===== src/rtl/lac_pkg.sv =====
// Constants, register map and helpers of the latch acknowledge controller.
// Assumes a 32-bit Avalon-MM register bus and byte addressing.
`default_nettype none
package lac_pkg;
   // ==========================================================
   // Object counts and layout of the object vector
   localparam int unsigned N_LED   = 8;
   localparam int unsigned N_BO    = 8;
   localparam int unsigned N_SCADA = 8;
   localparam int unsigned N_SG    = 4;
   localparam int unsigned N_OBJ   = N_LED + N_BO + N_SCADA + N_SG;
   localparam int unsigned BO_LO   = N_LED;
   localparam int unsigned DW      = 32;
   localparam int unsigned AW      = 8;
   localparam int unsigned DLY_W   = 16;

   // ==========================================================
   // Register offsets
   localparam logic [AW-1:0] ADDR_CTRL     = 8'h00;
   localparam logic [AW-1:0] ADDR_LATCH_EN = 8'h04;
   localparam logic [AW-1:0] ADDR_AUTO     = 8'h08;
   localparam logic [AW-1:0] ADDR_CMD      = 8'h0c;
   localparam logic [AW-1:0] ADDR_STATE    = 8'h10;
   localparam logic [AW-1:0] ADDR_OFF_DLY  = 8'h14;
   localparam logic [AW-1:0] ADDR_IRQ_STS  = 8'h18;
   localparam logic [AW-1:0] ADDR_IRQ_CLR  = 8'h1c;
   localparam logic [AW-1:0] ADDR_IRQ_EN   = 8'h20;

   // ==========================================================
   // Fields: class bits are led, relay, scada, trip from bit 0 up
   localparam int unsigned CLS_W       = 4;
   localparam int unsigned CTRL_REMOTE = 0;
   localparam int unsigned CTRL_KEY_LO = 1;
   localparam int unsigned CTRL_W      = CTRL_KEY_LO + CLS_W;
   localparam int unsigned IRQ_SET     = 0;
   localparam int unsigned IRQ_CLEAR   = 1;
   localparam int unsigned IRQ_BLOCK   = 2;
   localparam int unsigned IRQ_W       = 3;

   // Edge vector: individual sources, groups, alarms, panel key
   localparam int unsigned EV_GRP_LO = N_OBJ;
   localparam int unsigned EV_GRP_W  = 3;
   localparam int unsigned EV_ALARM  = N_OBJ + EV_GRP_W;
   localparam int unsigned EV_NEW    = EV_ALARM + 1;
   localparam int unsigned EV_KEY    = EV_NEW + 1;
   localparam int unsigned EV_W      = EV_KEY + 1;

   // ==========================================================
   // Reset values: remote enabled, rising edge of the panel key clears LEDs
   localparam logic [CTRL_W-1:0] CTRL_RST  = 5'h03;
   localparam logic [N_OBJ-1:0]  LATCH_RST = 28'h0000000;
   localparam logic [N_LED-1:0]  AUTO_RST  = 8'h00;
   localparam logic [DLY_W-1:0]  DLY_RST   = 16'h0064;

   function automatic logic [N_OBJ-1:0] cls_expand(input logic [CLS_W-1:0] c);
      cls_expand = {{N_SG{c[3]}}, {N_SCADA{c[2]}}, {N_BO{c[1]}}, {N_LED{c[0]}}};
   endfunction
endpackage
`default_nettype wire


===== src/rtl/lac_core.sv =====
// Latch acknowledge controller: latches for LEDs, relays, SCADA and trips.
// Assumes all inputs synchronous to core_clk_in and an Avalon-MM master.
//
// Chosen here: the register addresses and the Avalon-MM register port.
`default_nettype none
module lac_core (
   input  wire logic                          core_clk_in,
   input  wire logic                          reset_in,
   input  wire logic                          ce_in,
   input  wire logic [lac_pkg::AW-1:0]        avs_address_in,
   input  wire logic                          avs_read_in,
   input  wire logic                          avs_write_in,
   input  wire logic [lac_pkg::DW-1:0]        avs_writedata_in,
   input  wire logic [3:0]                    avs_byteenable_in,
   output logic      [lac_pkg::DW-1:0]        avs_readdata_out,
   output logic                               avs_waitrequest_out,
   input  wire logic [lac_pkg::N_LED-1:0]     led_src_in,
   input  wire logic [lac_pkg::N_BO-1:0]      bo_src_in,
   input  wire logic [lac_pkg::N_SCADA-1:0]   scada_src_in,
   input  wire logic [lac_pkg::N_SG-1:0]      trip_src_in,
   input  wire logic [lac_pkg::N_LED-1:0]     led_ack_src_in,
   input  wire logic [lac_pkg::N_BO-1:0]      bo_ack_src_in,
   input  wire logic [lac_pkg::N_SCADA-1:0]   scada_ack_src_in,
   input  wire logic [lac_pkg::N_SG-1:0]      trip_ack_source_in,
   input  wire logic                          led_group_ack_in,
   input  wire logic                          bo_group_ack_in,
   input  wire logic                          scada_group_ack_in,
   input  wire logic                          prot_alarm_in,
   input  wire logic                          prot_new_alarm_in,
   input  wire logic                          panel_key_in,
   output logic      [lac_pkg::N_LED-1:0]     led_out,
   output logic      [lac_pkg::N_BO-1:0]      bo_out,
   output logic      [lac_pkg::N_SCADA-1:0]   scada_out,
   output logic      [lac_pkg::N_SG-1:0]      trip_out,
   output logic                               irq_out
);
   localparam int unsigned N   = lac_pkg::N_OBJ;
   localparam int unsigned NL  = lac_pkg::N_LED;
   localparam int unsigned CW  = lac_pkg::CTRL_W;
   localparam int unsigned IW  = lac_pkg::IRQ_W;
   localparam int unsigned DLW = lac_pkg::DLY_W;

   logic                     wrq_q;
   logic [lac_pkg::DW-1:0]   rdata_q;
   logic [CW-1:0]            ctrl_q;
   logic [N-1:0]             latch_en_q;
   logic [NL-1:0]            auto_q;
   logic [DLW-1:0]           dly_q;
   logic [IW-1:0]            irq_sts_q;
   logic [IW-1:0]            irq_en_q;
   logic                     irq_q;
   logic [N-1:0]             held_q;
   logic [N-1:0]             pend_q;
   logic [N-1:0]             out_q;
   logic [lac_pkg::EV_W-1:0] prev_q;

   // ==========================================================
   // Bus decode
   logic                   bus_req;
   logic                   wr_acc;
   logic [lac_pkg::DW-1:0] wmask;
   logic [lac_pkg::DW-1:0] rd_mux;
   logic sel_ctrl, sel_latch, sel_auto, sel_cmd, sel_state;
   logic sel_dly, sel_ists, sel_iclr, sel_ien;

   assign bus_req   = avs_read_in | avs_write_in;
   assign wr_acc    = avs_write_in & ~wrq_q;
   assign wmask     = {{8{avs_byteenable_in[3]}}, {8{avs_byteenable_in[2]}},
                       {8{avs_byteenable_in[1]}}, {8{avs_byteenable_in[0]}}};
   assign sel_ctrl  = avs_address_in == lac_pkg::ADDR_CTRL;
   assign sel_latch = avs_address_in == lac_pkg::ADDR_LATCH_EN;
   assign sel_auto  = avs_address_in == lac_pkg::ADDR_AUTO;
   assign sel_cmd   = avs_address_in == lac_pkg::ADDR_CMD;
   assign sel_state = avs_address_in == lac_pkg::ADDR_STATE;
   assign sel_dly   = avs_address_in == lac_pkg::ADDR_OFF_DLY;
   assign sel_ists  = avs_address_in == lac_pkg::ADDR_IRQ_STS;
   assign sel_iclr  = avs_address_in == lac_pkg::ADDR_IRQ_CLR;
   assign sel_ien   = avs_address_in == lac_pkg::ADDR_IRQ_EN;

   // Write-only and unmapped words read as zero
   assign rd_mux = sel_ctrl  ? {{(32-CW){1'b0}}, ctrl_q} :
                   sel_latch ? {{(32-N){1'b0}}, latch_en_q} :
                   sel_auto  ? {{(32-NL){1'b0}}, auto_q} :
                   sel_state ? {{(32-N){1'b0}}, held_q} :
                   sel_dly   ? {{(32-DLW){1'b0}}, dly_q} :
                   sel_ists  ? {{(32-IW){1'b0}}, irq_sts_q} :
                   sel_ien   ? {{(32-IW){1'b0}}, irq_en_q} : 32'h00000000;

   // Byte-lane merge of write data into the old value
   function automatic logic [31:0] merge(input logic [31:0] old, input logic [31:0] m,
                                         input logic [31:0] wd);
      merge = (old & ~m) | (wd & m);
   endfunction

   logic [31:0] ctrl_m, latch_m, auto_m, dly_m, ien_m, wd_m;
   assign ctrl_m  = merge({{(32-CW){1'b0}}, ctrl_q}, wmask, avs_writedata_in);
   assign latch_m = merge({{(32-N){1'b0}}, latch_en_q}, wmask, avs_writedata_in);
   assign auto_m  = merge({{(32-NL){1'b0}}, auto_q}, wmask, avs_writedata_in);
   assign dly_m   = merge({{(32-DLW){1'b0}}, dly_q}, wmask, avs_writedata_in);
   assign ien_m   = merge({{(32-IW){1'b0}}, irq_en_q}, wmask, avs_writedata_in);
   assign wd_m    = avs_writedata_in & wmask;

   // Answer one cycle after the request is seen, then rearm
   always_ff @(posedge core_clk_in) begin
      if (reset_in) begin
         wrq_q   <= 1'b1;
         rdata_q <= '0;
      end else if (ce_in) begin
         wrq_q <= ~(bus_req & wrq_q);
         if (bus_req & wrq_q) begin
            rdata_q <= rd_mux;
         end
      end
   end
   assign avs_waitrequest_out = wrq_q;
   assign avs_readdata_out    = rdata_q;

   // ==========================================================
   // Configuration registers
   always_ff @(posedge core_clk_in) begin
      if (reset_in) begin
         ctrl_q     <= lac_pkg::CTRL_RST;
         latch_en_q <= lac_pkg::LATCH_RST;
         auto_q     <= lac_pkg::AUTO_RST;
         dly_q      <= lac_pkg::DLY_RST;
         irq_en_q   <= '0;
      end else if (ce_in && wr_acc) begin
         if (sel_ctrl)  ctrl_q     <= ctrl_m[CW-1:0];
         if (sel_latch) latch_en_q <= latch_m[N-1:0];
         if (sel_auto)  auto_q     <= auto_m[NL-1:0];
         if (sel_dly)   dly_q      <= dly_m[DLW-1:0];
         if (sel_ien)   irq_en_q   <= ien_m[IW-1:0];
      end
   end

   // ==========================================================
   // Acknowledge sources
   logic [lac_pkg::EV_W-1:0]      ack_lvl, rise;
   logic [lac_pkg::CLS_W-1:0]     grp_cls, cmd_cls, key_cls;
   logic [N-1:0] src_all, ind_rise, remote_req, ack_req, auto_req;
   logic         remote, alarm_evt, key_rise, blocked_evt;

   assign src_all  = {trip_src_in, scada_src_in, bo_src_in, led_src_in};
   assign ack_lvl  = {panel_key_in, prot_new_alarm_in, prot_alarm_in, scada_group_ack_in,
                      bo_group_ack_in, led_group_ack_in, trip_ack_source_in,
                      scada_ack_src_in, bo_ack_src_in, led_ack_src_in};
   assign rise      = ack_lvl & ~prev_q;
   assign ind_rise  = rise[N-1:0];
   assign alarm_evt = rise[lac_pkg::EV_ALARM] | rise[lac_pkg::EV_NEW];
   assign key_rise  = rise[lac_pkg::EV_KEY];
   assign remote    = ctrl_q[lac_pkg::CTRL_REMOTE];
   // Trip commands have no group input, hence the zero class bit
   assign grp_cls   = {1'b0, rise[lac_pkg::EV_GRP_LO +: lac_pkg::EV_GRP_W]};
   assign cmd_cls   = (wr_acc & sel_cmd) ? wd_m[lac_pkg::CLS_W-1:0] : '0;
   assign key_cls   = key_rise ? ctrl_q[lac_pkg::CTRL_KEY_LO +: lac_pkg::CLS_W] : '0;
   assign auto_req  = {{(N-NL){1'b0}}, auto_q & {NL{alarm_evt}}};
   assign remote_req = ind_rise | auto_req | lac_pkg::cls_expand(grp_cls | cmd_cls);
   assign ack_req    = (remote_req & {N{remote}}) | lac_pkg::cls_expand(key_cls);
   assign blocked_evt = ~remote & (|remote_req);

   // ==========================================================
   // Per-object latches
   logic [lac_pkg::N_BO-1:0] bo_exp;
   logic [N-1:0]             exp_all, set_w, rel_w, held_d, pend_d;

   assign exp_all = {{(N-lac_pkg::BO_LO-lac_pkg::N_BO){1'b1}}, bo_exp, {NL{1'b1}}};

   for (genvar b = 0; b < lac_pkg::N_BO; b++) begin : g_bo
      lac_off_delay u_dly (
         .core_clk_in (core_clk_in),
         .reset_in    (reset_in),
         .ce_in       (ce_in),
         .src_in      (bo_src_in[b]),
         .delay_in    (dly_q),
         .expired_out (bo_exp[b])
      );
   end

   // A relay acknowledged during its off-delay stays pending until expiry
   for (genvar i = 0; i < N; i++) begin : g_obj
      assign set_w[i]  = src_all[i] & latch_en_q[i];
      assign rel_w[i]  = (ack_req[i] | pend_q[i]) & ~src_all[i] & exp_all[i];
      assign held_d[i] = latch_en_q[i] & (set_w[i] | (held_q[i] & ~rel_w[i]));
      assign pend_d[i] = held_q[i] & ~src_all[i] & ~rel_w[i] & (pend_q[i] | ack_req[i]);
   end

   // ==========================================================
   // Interrupts: set wins over a clear in the same cycle
   logic [IW-1:0] evt, iclr, irq_sts_d;
   assign evt       = {blocked_evt, |(held_q & ~held_d), |(held_d & ~held_q)};
   assign iclr      = (wr_acc & sel_iclr) ? wd_m[IW-1:0] : '0;
   assign irq_sts_d = (irq_sts_q & ~iclr) | evt;

   always_ff @(posedge core_clk_in) begin
      if (reset_in) begin
         held_q    <= '0;
         pend_q    <= '0;
         out_q     <= '0;
         prev_q    <= '0;
         irq_sts_q <= '0;
         irq_q     <= 1'b0;
      end else if (ce_in) begin
         held_q    <= held_d;
         pend_q    <= pend_d;
         out_q     <= src_all | held_d | ~exp_all;
         prev_q    <= ack_lvl;
         irq_sts_q <= irq_sts_d;
         irq_q     <= |(irq_sts_d & irq_en_q);
      end
   end

   assign led_out   = out_q[NL-1:0];
   assign bo_out    = out_q[lac_pkg::BO_LO +: lac_pkg::N_BO];
   assign scada_out = out_q[lac_pkg::BO_LO + lac_pkg::N_BO +: lac_pkg::N_SCADA];
   assign trip_out  = out_q[N-1 -: lac_pkg::N_SG];
   assign irq_out   = irq_q;
endmodule
`default_nettype wire


===== src/rtl/lac_off_delay.sv =====
// Off-delay timer for one binary output relay.
// Assumes the delay value is in clock cycles and changes only rarely.
`default_nettype none
module lac_off_delay (
   input  wire logic                       core_clk_in,
   input  wire logic                       reset_in,
   input  wire logic                       ce_in,
   input  wire logic                       src_in,
   input  wire logic [lac_pkg::DLY_W-1:0]  delay_in,
   output logic                            expired_out
);
   logic [lac_pkg::DLY_W-1:0] cnt_q;
   logic [lac_pkg::DLY_W-1:0] cnt_d;
   logic                      exp_q;

   // ==========================================================
   // Reload while the source is on, count down after it drops
   assign cnt_d = src_in ? delay_in :
                  (cnt_q != '0) ? cnt_q - 16'h0001 : cnt_q;
   assign expired_out = exp_q;

   always_ff @(posedge core_clk_in) begin
      if (reset_in) begin
         cnt_q <= '0;
         exp_q <= 1'b1;
      end else if (ce_in) begin
         cnt_q <= cnt_d;
         exp_q <= ~src_in & (cnt_d == '0);
      end
   end
endmodule
`default_nettype wire


===== config.mk =====
export PLATFORM = sky130hd
export DESIGN_NAME = lac_core
export DESIGN_NICKNAME = d
export VERILOG_FILES = /design/src/rtl/lac_pkg.sv /design/src/rtl/lac_core.sv /design/src/rtl/lac_off_delay.sv
export SDC_FILE = /design/constraint.sdc
export NUM_CORES = 1
export LEC_CHECK = 0
export ABC_AREA = 1
export BUFFER_PORTS_ARGS = -buffer_cell sky130_fd_sc_hd__buf_4
export CELL_PAD_IN_SITES_DETAIL_PLACEMENT = 1
export CELL_PAD_IN_SITES_GLOBAL_PLACEMENT = 2
export CORE_ASPECT_RATIO = 1.25
export CORE_MARGIN = 4
export CORE_UTILIZATION = 36
export CTS_CLUSTER_SIZE = 24
export DETAILED_ROUTE_END_ITERATION = 8
export PLACE_DENSITY_LB_ADDON = 0.12
export SLEW_MARGIN = 20
export SYNTH_ARGS = -nofsm -noshare
export SYNTH_HDL_FRONTEND = slang
export SYNTH_HIERARCHICAL = 1
export SYNTH_SLANG_ARGS = --single-unit
export TNS_END_PERCENT = 5

===== constraint.sdc =====
create_clock -name core_clk_in -period 5.2 [get_ports core_clk_in]
set_input_delay 0 -clock core_clk_in [delete_from_list [all_inputs] [get_ports core_clk_in]]
set_output_delay 0 -clock core_clk_in [all_outputs]
set_load 0.02 [all_outputs]

==> results by group, run 1 <==
Clock network
  – Clock transition at the registers of the reported paths: 60 ps
  – CTS tree: built
  – CTS Sinks: 347
  – Post-CTS sizing: 0
  – CTS Buffer Depth: 3
  – Total CTS buffers: 43
  – Clk_lat worst skew: 590 ps
  – H-tree depth: 2
  – Clk Tree Root Cell: clkbuf_16
  – Hold_buf cts: 114
  – # Post-CTS Setup Buffers: 0

Cells and area
  – Non-filler cells, final: 4409
  – Fill count: 7801
  – Layout cells sized above 1: 15.4%
  – Final core occ: 43.5%
  – Synth-to-layout area growth: 20.0%
  – Fin nets: 3735

Routing
  – Vias/cell: 5.24
  – Avg WL per Cell: 20.0 µm
  – Remaining DRCs: 0
  – Antenna Nets Post-Route: 0
  – Post-Route WL: 88.2 mm
  – Vias post-DR: 23100
  – Router iterations before antenna repair: 5
  – 1st-iter DRT viols: 933

Synth
  – Yosys top cell area share: 32.1%
  – Number of flops mapped to enable cells by yosys: 0
  – Largest cells by area after synthesis: dfxtp_1 32%, nand2_1 16%, inv_1 8.7%, nand3_1 6.2%, a21oi_1 4.7%
  – Cell accounting for the most synthesized area: dfxtp_1
  – Largest family of logic cells by synthesized area: simple AND/OR/NAND/NOR gates
  – Multiplexer share of the synthesized area: 0%
  – Number of library cell types mapped by synthesis: 46
  – Flops & latches, synth: 347
  – Post-Synth XOR/XNOR Area: 1.30%
  – Post-Synth Simple-Gate Area: 37.5%
  – Synth Area in Adders: 0.926%
  – Cell count after synthesis: 3391
  – Avg Cell Area, Syn: 6.37 µm²
  – Main synth FF type: dfxtp_1
  – Ys async rst share: 0%
  – Register area share after synthesis: 32.1%
  – Synth warnings: 6
  – Synthesized area: 0.0216 mm²
  – Compound-Gate Fraction of Synth Area: 16.2%

Power and ir drop
  – Leakage: 12.5 nW
  – Pwr Density: 295 mW/mm²
  – Maximum vdd ir drop: 0.231 mV

GRT
  – Largest net degree at the start of global routing: 164
  – GRT Util Overall: 27.0%
  – Initial antenna violation count: 1
  – First-pass GRT wire length: 135 mm
  – Vias in the first global route: 24100
  – GRT overflow: 0

Setup path
  – Startpoint types: input port
  – R2R depth: 10
  – Req. time, crit path: 5660 ps
  – Reg2reg start: avs_waitrequest_out
  – Critical Path End Type: register
  – CP arrival: 4390 ps
  – Setup slack, reg-to-reg: 1670 ps
  – Max FO, Critical Path: 73
  – Critical path class: input port to register

Hold path
  – Hold-critical path depth: 4
  – Hold EP: avs_readdata_out[3]
  – Min-delay src: avs_address_in[2]
  – Hold crit path type: input port to register

STA
  – Relative slew slack: 24.7%
  – Final worst-path cycle share: 75.6%
  – Max Freq: 254 MHz
  – Max Transition Viols Final: 0
  – Setup TNS: 0 ps
  – Setup repair after global routing missed its margin: false
  – PnR worst setup slack: 1270 ps
  – Final setup violation count: 0
  – Hold Fails Final Rpt: 0
  – Post-route minimum period: 3930 ps
  – Actual slew at the worst max-slew pin: 1130 ps
  – Final hold slack: 32.7 ps
  – Final setup skew: 21.7 ps

Floorplanning
  – Die W: 227 µm
  – Core area: 0.0596 mm²
  – Die H: 282 µm
  – Initial Utilization: 36.3%
  – Io pins: 173
  – Die area: 0.0641 mm²
  – Core Rows: 100

Place
  – DP Cell Count: 4214
  – Post-DP HPWL: 63.8 mm
  – Dpl ws: 2220 ps
  – I/O Buffers: 164
  – Final GP Congestion: 0.925

Run
  – Max-cap violations: 0

Run status
  – Outcome: finished clean
worst max path at each step:
stage | from | endpoint | slack, ps | cells after the start
floorplan | avs_waitrequest_out | irq_out | 3380 | 17
global placement | ce_in | register | 2260 | 8
global route | ce_in | register | 1070 | 11
detailed placement | ce_in | register | 2220 | 8
finish | ce_in | register | 1270 | 11
CTS | ce_in | register | 1470 | 11
through the flow:
step | total power, mW | cell area (µm²)
3_5_place_dp | 4.51 | 23300
3_3_place_gp | 4.45 | 23300
5_1_grt | 8.06 | 25900
4_1_cts | 7.75 | 25900
2_1_floorplan | 4.01 | 21600
6_report | 7.65 | 25900
logic make-up (layout without fill, tap and decap cells):
logic type,Yosys count,in the layout
other cells,1,6
flops,347,347
compound gates,597,597
simple gates,1746,1746
xor+xnor,32,32
buf+inv,652,900
fa+ha+maj,16,16
critical path, cell delays in order:
cell,delay (ps)
dlygate4sd3_1,550
buf_6,440
inv_2,440
nor2_1,370
clkinv_1,350
nor2_2,410
nand2_1,280
o21ai_0,260
dlygate4sd3_1,600
a21oi_1,50
dlygate4sd3_1,560
cell type report:
cell class | instances | area, µm² | share of cell area, %
tap | 765 | 957 | 3.69
timing repair buffer | 288 | 2460 | 9.50
antenna | 2 | 5.00 | 0.0193
sequential | 347 | 6950 | 26.8
clock buffer | 62 | 1260 | 4.85
clock inverter | 17 | 185 | 0.714
multi-input combinational | 2395 | 12100 | 46.7
inverter | 533 | 2000 | 7.72
placed cells by master, fill, tap and decap left out, types with 11 or more instances in the layout:
cell and n:
o22ai_1 16, inv_1 501, o21ai_0 201, nor2_2 98, ha_1 16, a21oi_1 205
xor2_1 32, dfxtp_1 347, buf_4 172, nand3b_1 12, nand3_1 268, or2_2 24
clkinv_1 11, nor2_1 233, nand4_1 17, o21ai_2 16, nor2_4 28, dlygate4sd3_1 114
nand2_1 914, nor4_1 13, nand2_2 64, clkbuf_16 44, nand3_2 45, inv_2 20
a221oi_1 12, o211ai_1 101
power breakdown:
part | internal, mW | switching (mW) | leakage [nW] | total [mW]
Clock | 1.84 | 1.30 | 0.715 | 3.14
Sequential | 2.78 | 0.141 | 2.85 | 2.92
Combinational | 0.552 | 1.04 | 8.98 | 1.59
Total | 5.17 | 2.48 | 12.5 | 7.65
routing by layer:
metal	up-vias	GRT usage, %	part of all wire, %	wire length, µm
met5	-	0	0	0
met4	0	14.2	6.1	5360
met3	186	3.07	2.7	2350
met2	395	50.0	51	45000
met1	11300	30.0	40	35600
li1	11300	-	-	-
cells in the mapped netlist (2+ instances only):
master    count
nand3_1     268
o21a_1        2
nand2_4       8
o211ai_1    101
dfxtp_1     347
buf_1         3
clkinv_1     11
a21oi_1     205
nor2_4       28
nor2_1      234
o21bai_1      8
a211oi_1      9
a21oi_2       9
buf_4         4
inv_2        20
o22ai_1      16
inv_1       502
nor2_2       97
nand4_1      17
o21ai_0     201
nor3_1       10
nand2_1     914
o221ai_1      9
xor2_1       32
nor4_1       13
nand3b_1     12
ha_1         16
clkbuf_1     69
nand2_2      64
o21ai_2      16
o32ai_1       5
or2_2        24
buf_2        33
buf_6         9
and2_1        9
nand3_2      45
a221oi_1     12
Note: power is estimated with default switching activity, not from simulation.
==> inputs of run 2 (changes only) <==
--- a/config.mk
+++ b/config.mk
@@ -11,7 +11,7 @@
 export CELL_PAD_IN_SITES_GLOBAL_PLACEMENT = 2
 export CORE_ASPECT_RATIO = 1.25
 export CORE_MARGIN = 4
-export CORE_UTILIZATION = 36
+export CORE_UTILIZATION = 33
 export CTS_CLUSTER_SIZE = 24
 export DETAILED_ROUTE_END_ITERATION = 8
 export PLACE_DENSITY_LB_ADDON = 0.12
==> constraint.sdc (replaced) <==
create_clock -name core_clk_in -period 3.99 [get_ports core_clk_in]
set_input_delay 0 -clock core_clk_in [delete_from_list [all_inputs] [get_ports core_clk_in]]
set_output_delay 0 -clock core_clk_in [all_outputs]
set_load 0.02 [all_outputs]
==> results by group, run 2 (synthesis results as in run 1) <==
Run status
  – Outcome: finished clean

Power and ir drop
  – Combinational power share: 20.6% (-0.2 points)
  – Pwr Density: 385 mW/mm² (+30%)
  – Sequential Power Share: 37.9% (-0.3 points)
  – Switching portion of total power: 32.4% (about the same)
  – Leakage: 12.6 nW (+0.42%)
  – Clk pwr share: 41.5% (+0.5 points)
  – Psw: 3.27 mW (+32%)
  – Power Internal: 6.80 mW (+31%)
  – Maximum vdd ir drop: 0.311 mV (+35%)

Cells and area
  – Layout cells sized above 1: 15.7% (+0.35 points)
  – Commonest non-fill, non-tap cells in the layout: 913 x nand2_1, 501 x inv_1, 347 x dfxtp_1
  – Synth-to-layout area growth: 20.9%
  – Commonest non-fill, non-tap cell in the layout: nand2_1
  – Reg area: 0.00695 mm² (unchanged)
  – Fin nets: 3744 (+0.24%)
  – Multi-input logic area: 0.0121 mm² (about the same)
  – Final core occ: 40.4% (-3.1 points)
  – Fill count: 8364 (+7.2%)

STA
  – Relative slew slack: 22.8% (-2.0 points)
  – Final setup skew: 25.4 ps (+3.64 ps)
  – Final worst-path cycle share: 89.0%
  – Setup repair after global routing missed its margin: false
  – Actual slew at the worst max-slew pin: 1160 ps (+29.3 ps)
  – Hold Fails Final Rpt: 0 (unchanged)
  – Post-route minimum period: 3550 ps
  – Final setup violation count: 0 (unchanged)
  – Max Freq: 282 MHz
  – Setup TNS: 0 ps (unchanged)
  – Max Transition Viols Final: 0 (unchanged)

Clock network
  – Clock transition at the registers of the reported paths: 60 ps (about the same)
  – Post-CTS sizing: 0 (unchanged)
  – H-tree depth: 2 (unchanged)
  – CTS tree: built
  – CTS Buffer Depth: 3 (unchanged)
  – Clk_lat worst skew: 590 ps (about the same)
  – Clk Tree Root Cell: clkbuf_16
  – Total CTS buffers: 43 (unchanged)
  – CTS Sinks: 347 (unchanged)

Setup path
  – Setup slack, reg-to-reg: 440 ps (-1230 ps)
  – Req. time, crit path: 4460 ps (-1200 ps)
  – Slowest CP cell: dlygate4sd3_1
  – WP depth: 10 (-1)
  – Critical path class: register to register
  – WP buf/inv: 4 (-2)
  – Max FO, Critical Path: 10 (-86%)
  – Slowest stage delay, CP: 590 ps (about the same)
  – CP top delay family: buffers and inverters
  – Reg2reg start: avs_waitrequest_out
  – Startpoint types: register
  – R2R depth: 10 (unchanged)
  – Critical-path cell list: inv_1 > nand2_1 > nor2_1 > clkinv_1 > nor2_2 > nand2_1 > o21ai_0 > dlygate4sd3_1 > a21oi_1 > dlygate4sd3_1
  – Critical Path End Type: register
  – CP arrival: 4020 ps (-370 ps)

Routing
  – Avg WL per Cell: 20.2 µm (+0.72%)
  – Antenna Nets Post-Route: 0 (unchanged)
  – Remaining DRCs: 0 (unchanged)
  – Post-Route WL: 90.6 mm (+2.8%)
  – Vias/cell: 5.11 (-2.4%)
  – Vias post-DR: 23000 (-0.44%)
  – Router iterations before antenna repair: 5 (unchanged)
  – 1st-iter DRT viols: 1094 (+17%)

GRT
  – Largest net degree at the start of global routing: 98 (-40%)
  – GRT Util Overall: 25.4% (-1.6 points)
  – GRT overflow: 0 (unchanged)
  – First-pass GRT wire length: 139 mm (+2.4%)
  – Initial antenna violation count: 3 (+2)
  – Vias in the first global route: 24200 (+0.52%)

Hold path
  – Hold-critical path depth: 5 (+1)
  – Hold crit path type: input port to register
  – Min-delay src: avs_address_in[0]

Floorplanning
  – Die W: 237 µm (+4.3%)
  – Core Rows: 104 (+4.0%)
  – Io pins: 173 (unchanged)
  – Die area: 0.0697 mm² (+8.8%)
  – Die H: 294 µm (+4.3%)
  – Initial Utilization: 33.4% (-2.9 points)
  – Core area: 0.0647 mm² (+8.6%)

Place
  – Final GP Congestion: 0.898 (-3.0%)
  – I/O Buffers: 164 (unchanged)
  – Post-DP HPWL: 66.0 mm (+3.4%)

Run
  – Max-cap violations: 0 (unchanged)
run 2: worst max-delay path by stage:
stage,from,end
after floorplan,avs_waitrequest_out,irq_out
after global placement,avs_address_in[1],register
after detailed placement,avs_address_in[1],register
after CTS,avs_waitrequest_out,register
after global routing,avs_waitrequest_out,register
final,avs_waitrequest_out,register
run 2: through the flow:
step                      area (µm²)  hold slack (ps)  total power, mW  instances  setup WS, ps
after floorplan                21600              113             5.23       3394          2170
after global placement         23500              210             5.83       4307          1280
after detailed placement       23500              216             5.89       4307          1270
after CTS                      26100             20.3             10.2       4497           546
after global routing           26100             80.1             10.6       4497           300
final                          26100             65.0             10.1       4498           439
run 2: cell type report:
| class | count | share of cell area, % |
|---|---|---|
| multi-input cells | 2395 | 46.4 |
| flip-flops and latches | 347 | 26.6 |
| repair buffers | 297 | 9.68 |
| inverters | 533 | 7.67 |
| clock buffers | 58 | 4.75 |
| well taps | 848 | 4.06 |
| clock inverters | 19 | 0.891 |
| diodes | 1 | 0.00958 |
run 2: layer usage:
| layer | track usage (%) | wire, µm |
|---|---|---|
| met3 | 3.89 | 3380 |
| met5 | 0 | 0 |
| met2 | 47.1 | 46100 |
| met4 | 12.0 | 4820 |
| met1 | 28.2 | 36300 |
run 2: power groups by stage:
stage / Combinational [mW] / Clock [mW] / Sequential (mW)
2_1_floorplan: 1.38 / 0 / 3.85
3_3_place_gp: 1.94 / 0 / 3.88
3_5_place_dp: 2.00 / 0 / 3.89
4_1_cts: 2.09 / 4.31 / 3.81
5_1_grt: 2.33 / 4.44 / 3.83
6_report: 2.08 / 4.17 / 3.81
run 2: timing repair:
| action | CTS | global route |
|---|---|---|
| setup endpoints to repair | 0 | 0 |
| hold endpoints to repair | 248 | 0 |
| hold buffers | 113 | 0 |
| buffers inserted | 0 | 0 |
run 2: worst reg2reg max path: cells and delay by family, from the launching register on:
family / cells / cell delay, ps
buf+inv: 4 / 1690
simple gates: 4 / 1130
flops: 1 / 330
compound gates: 2 / 270
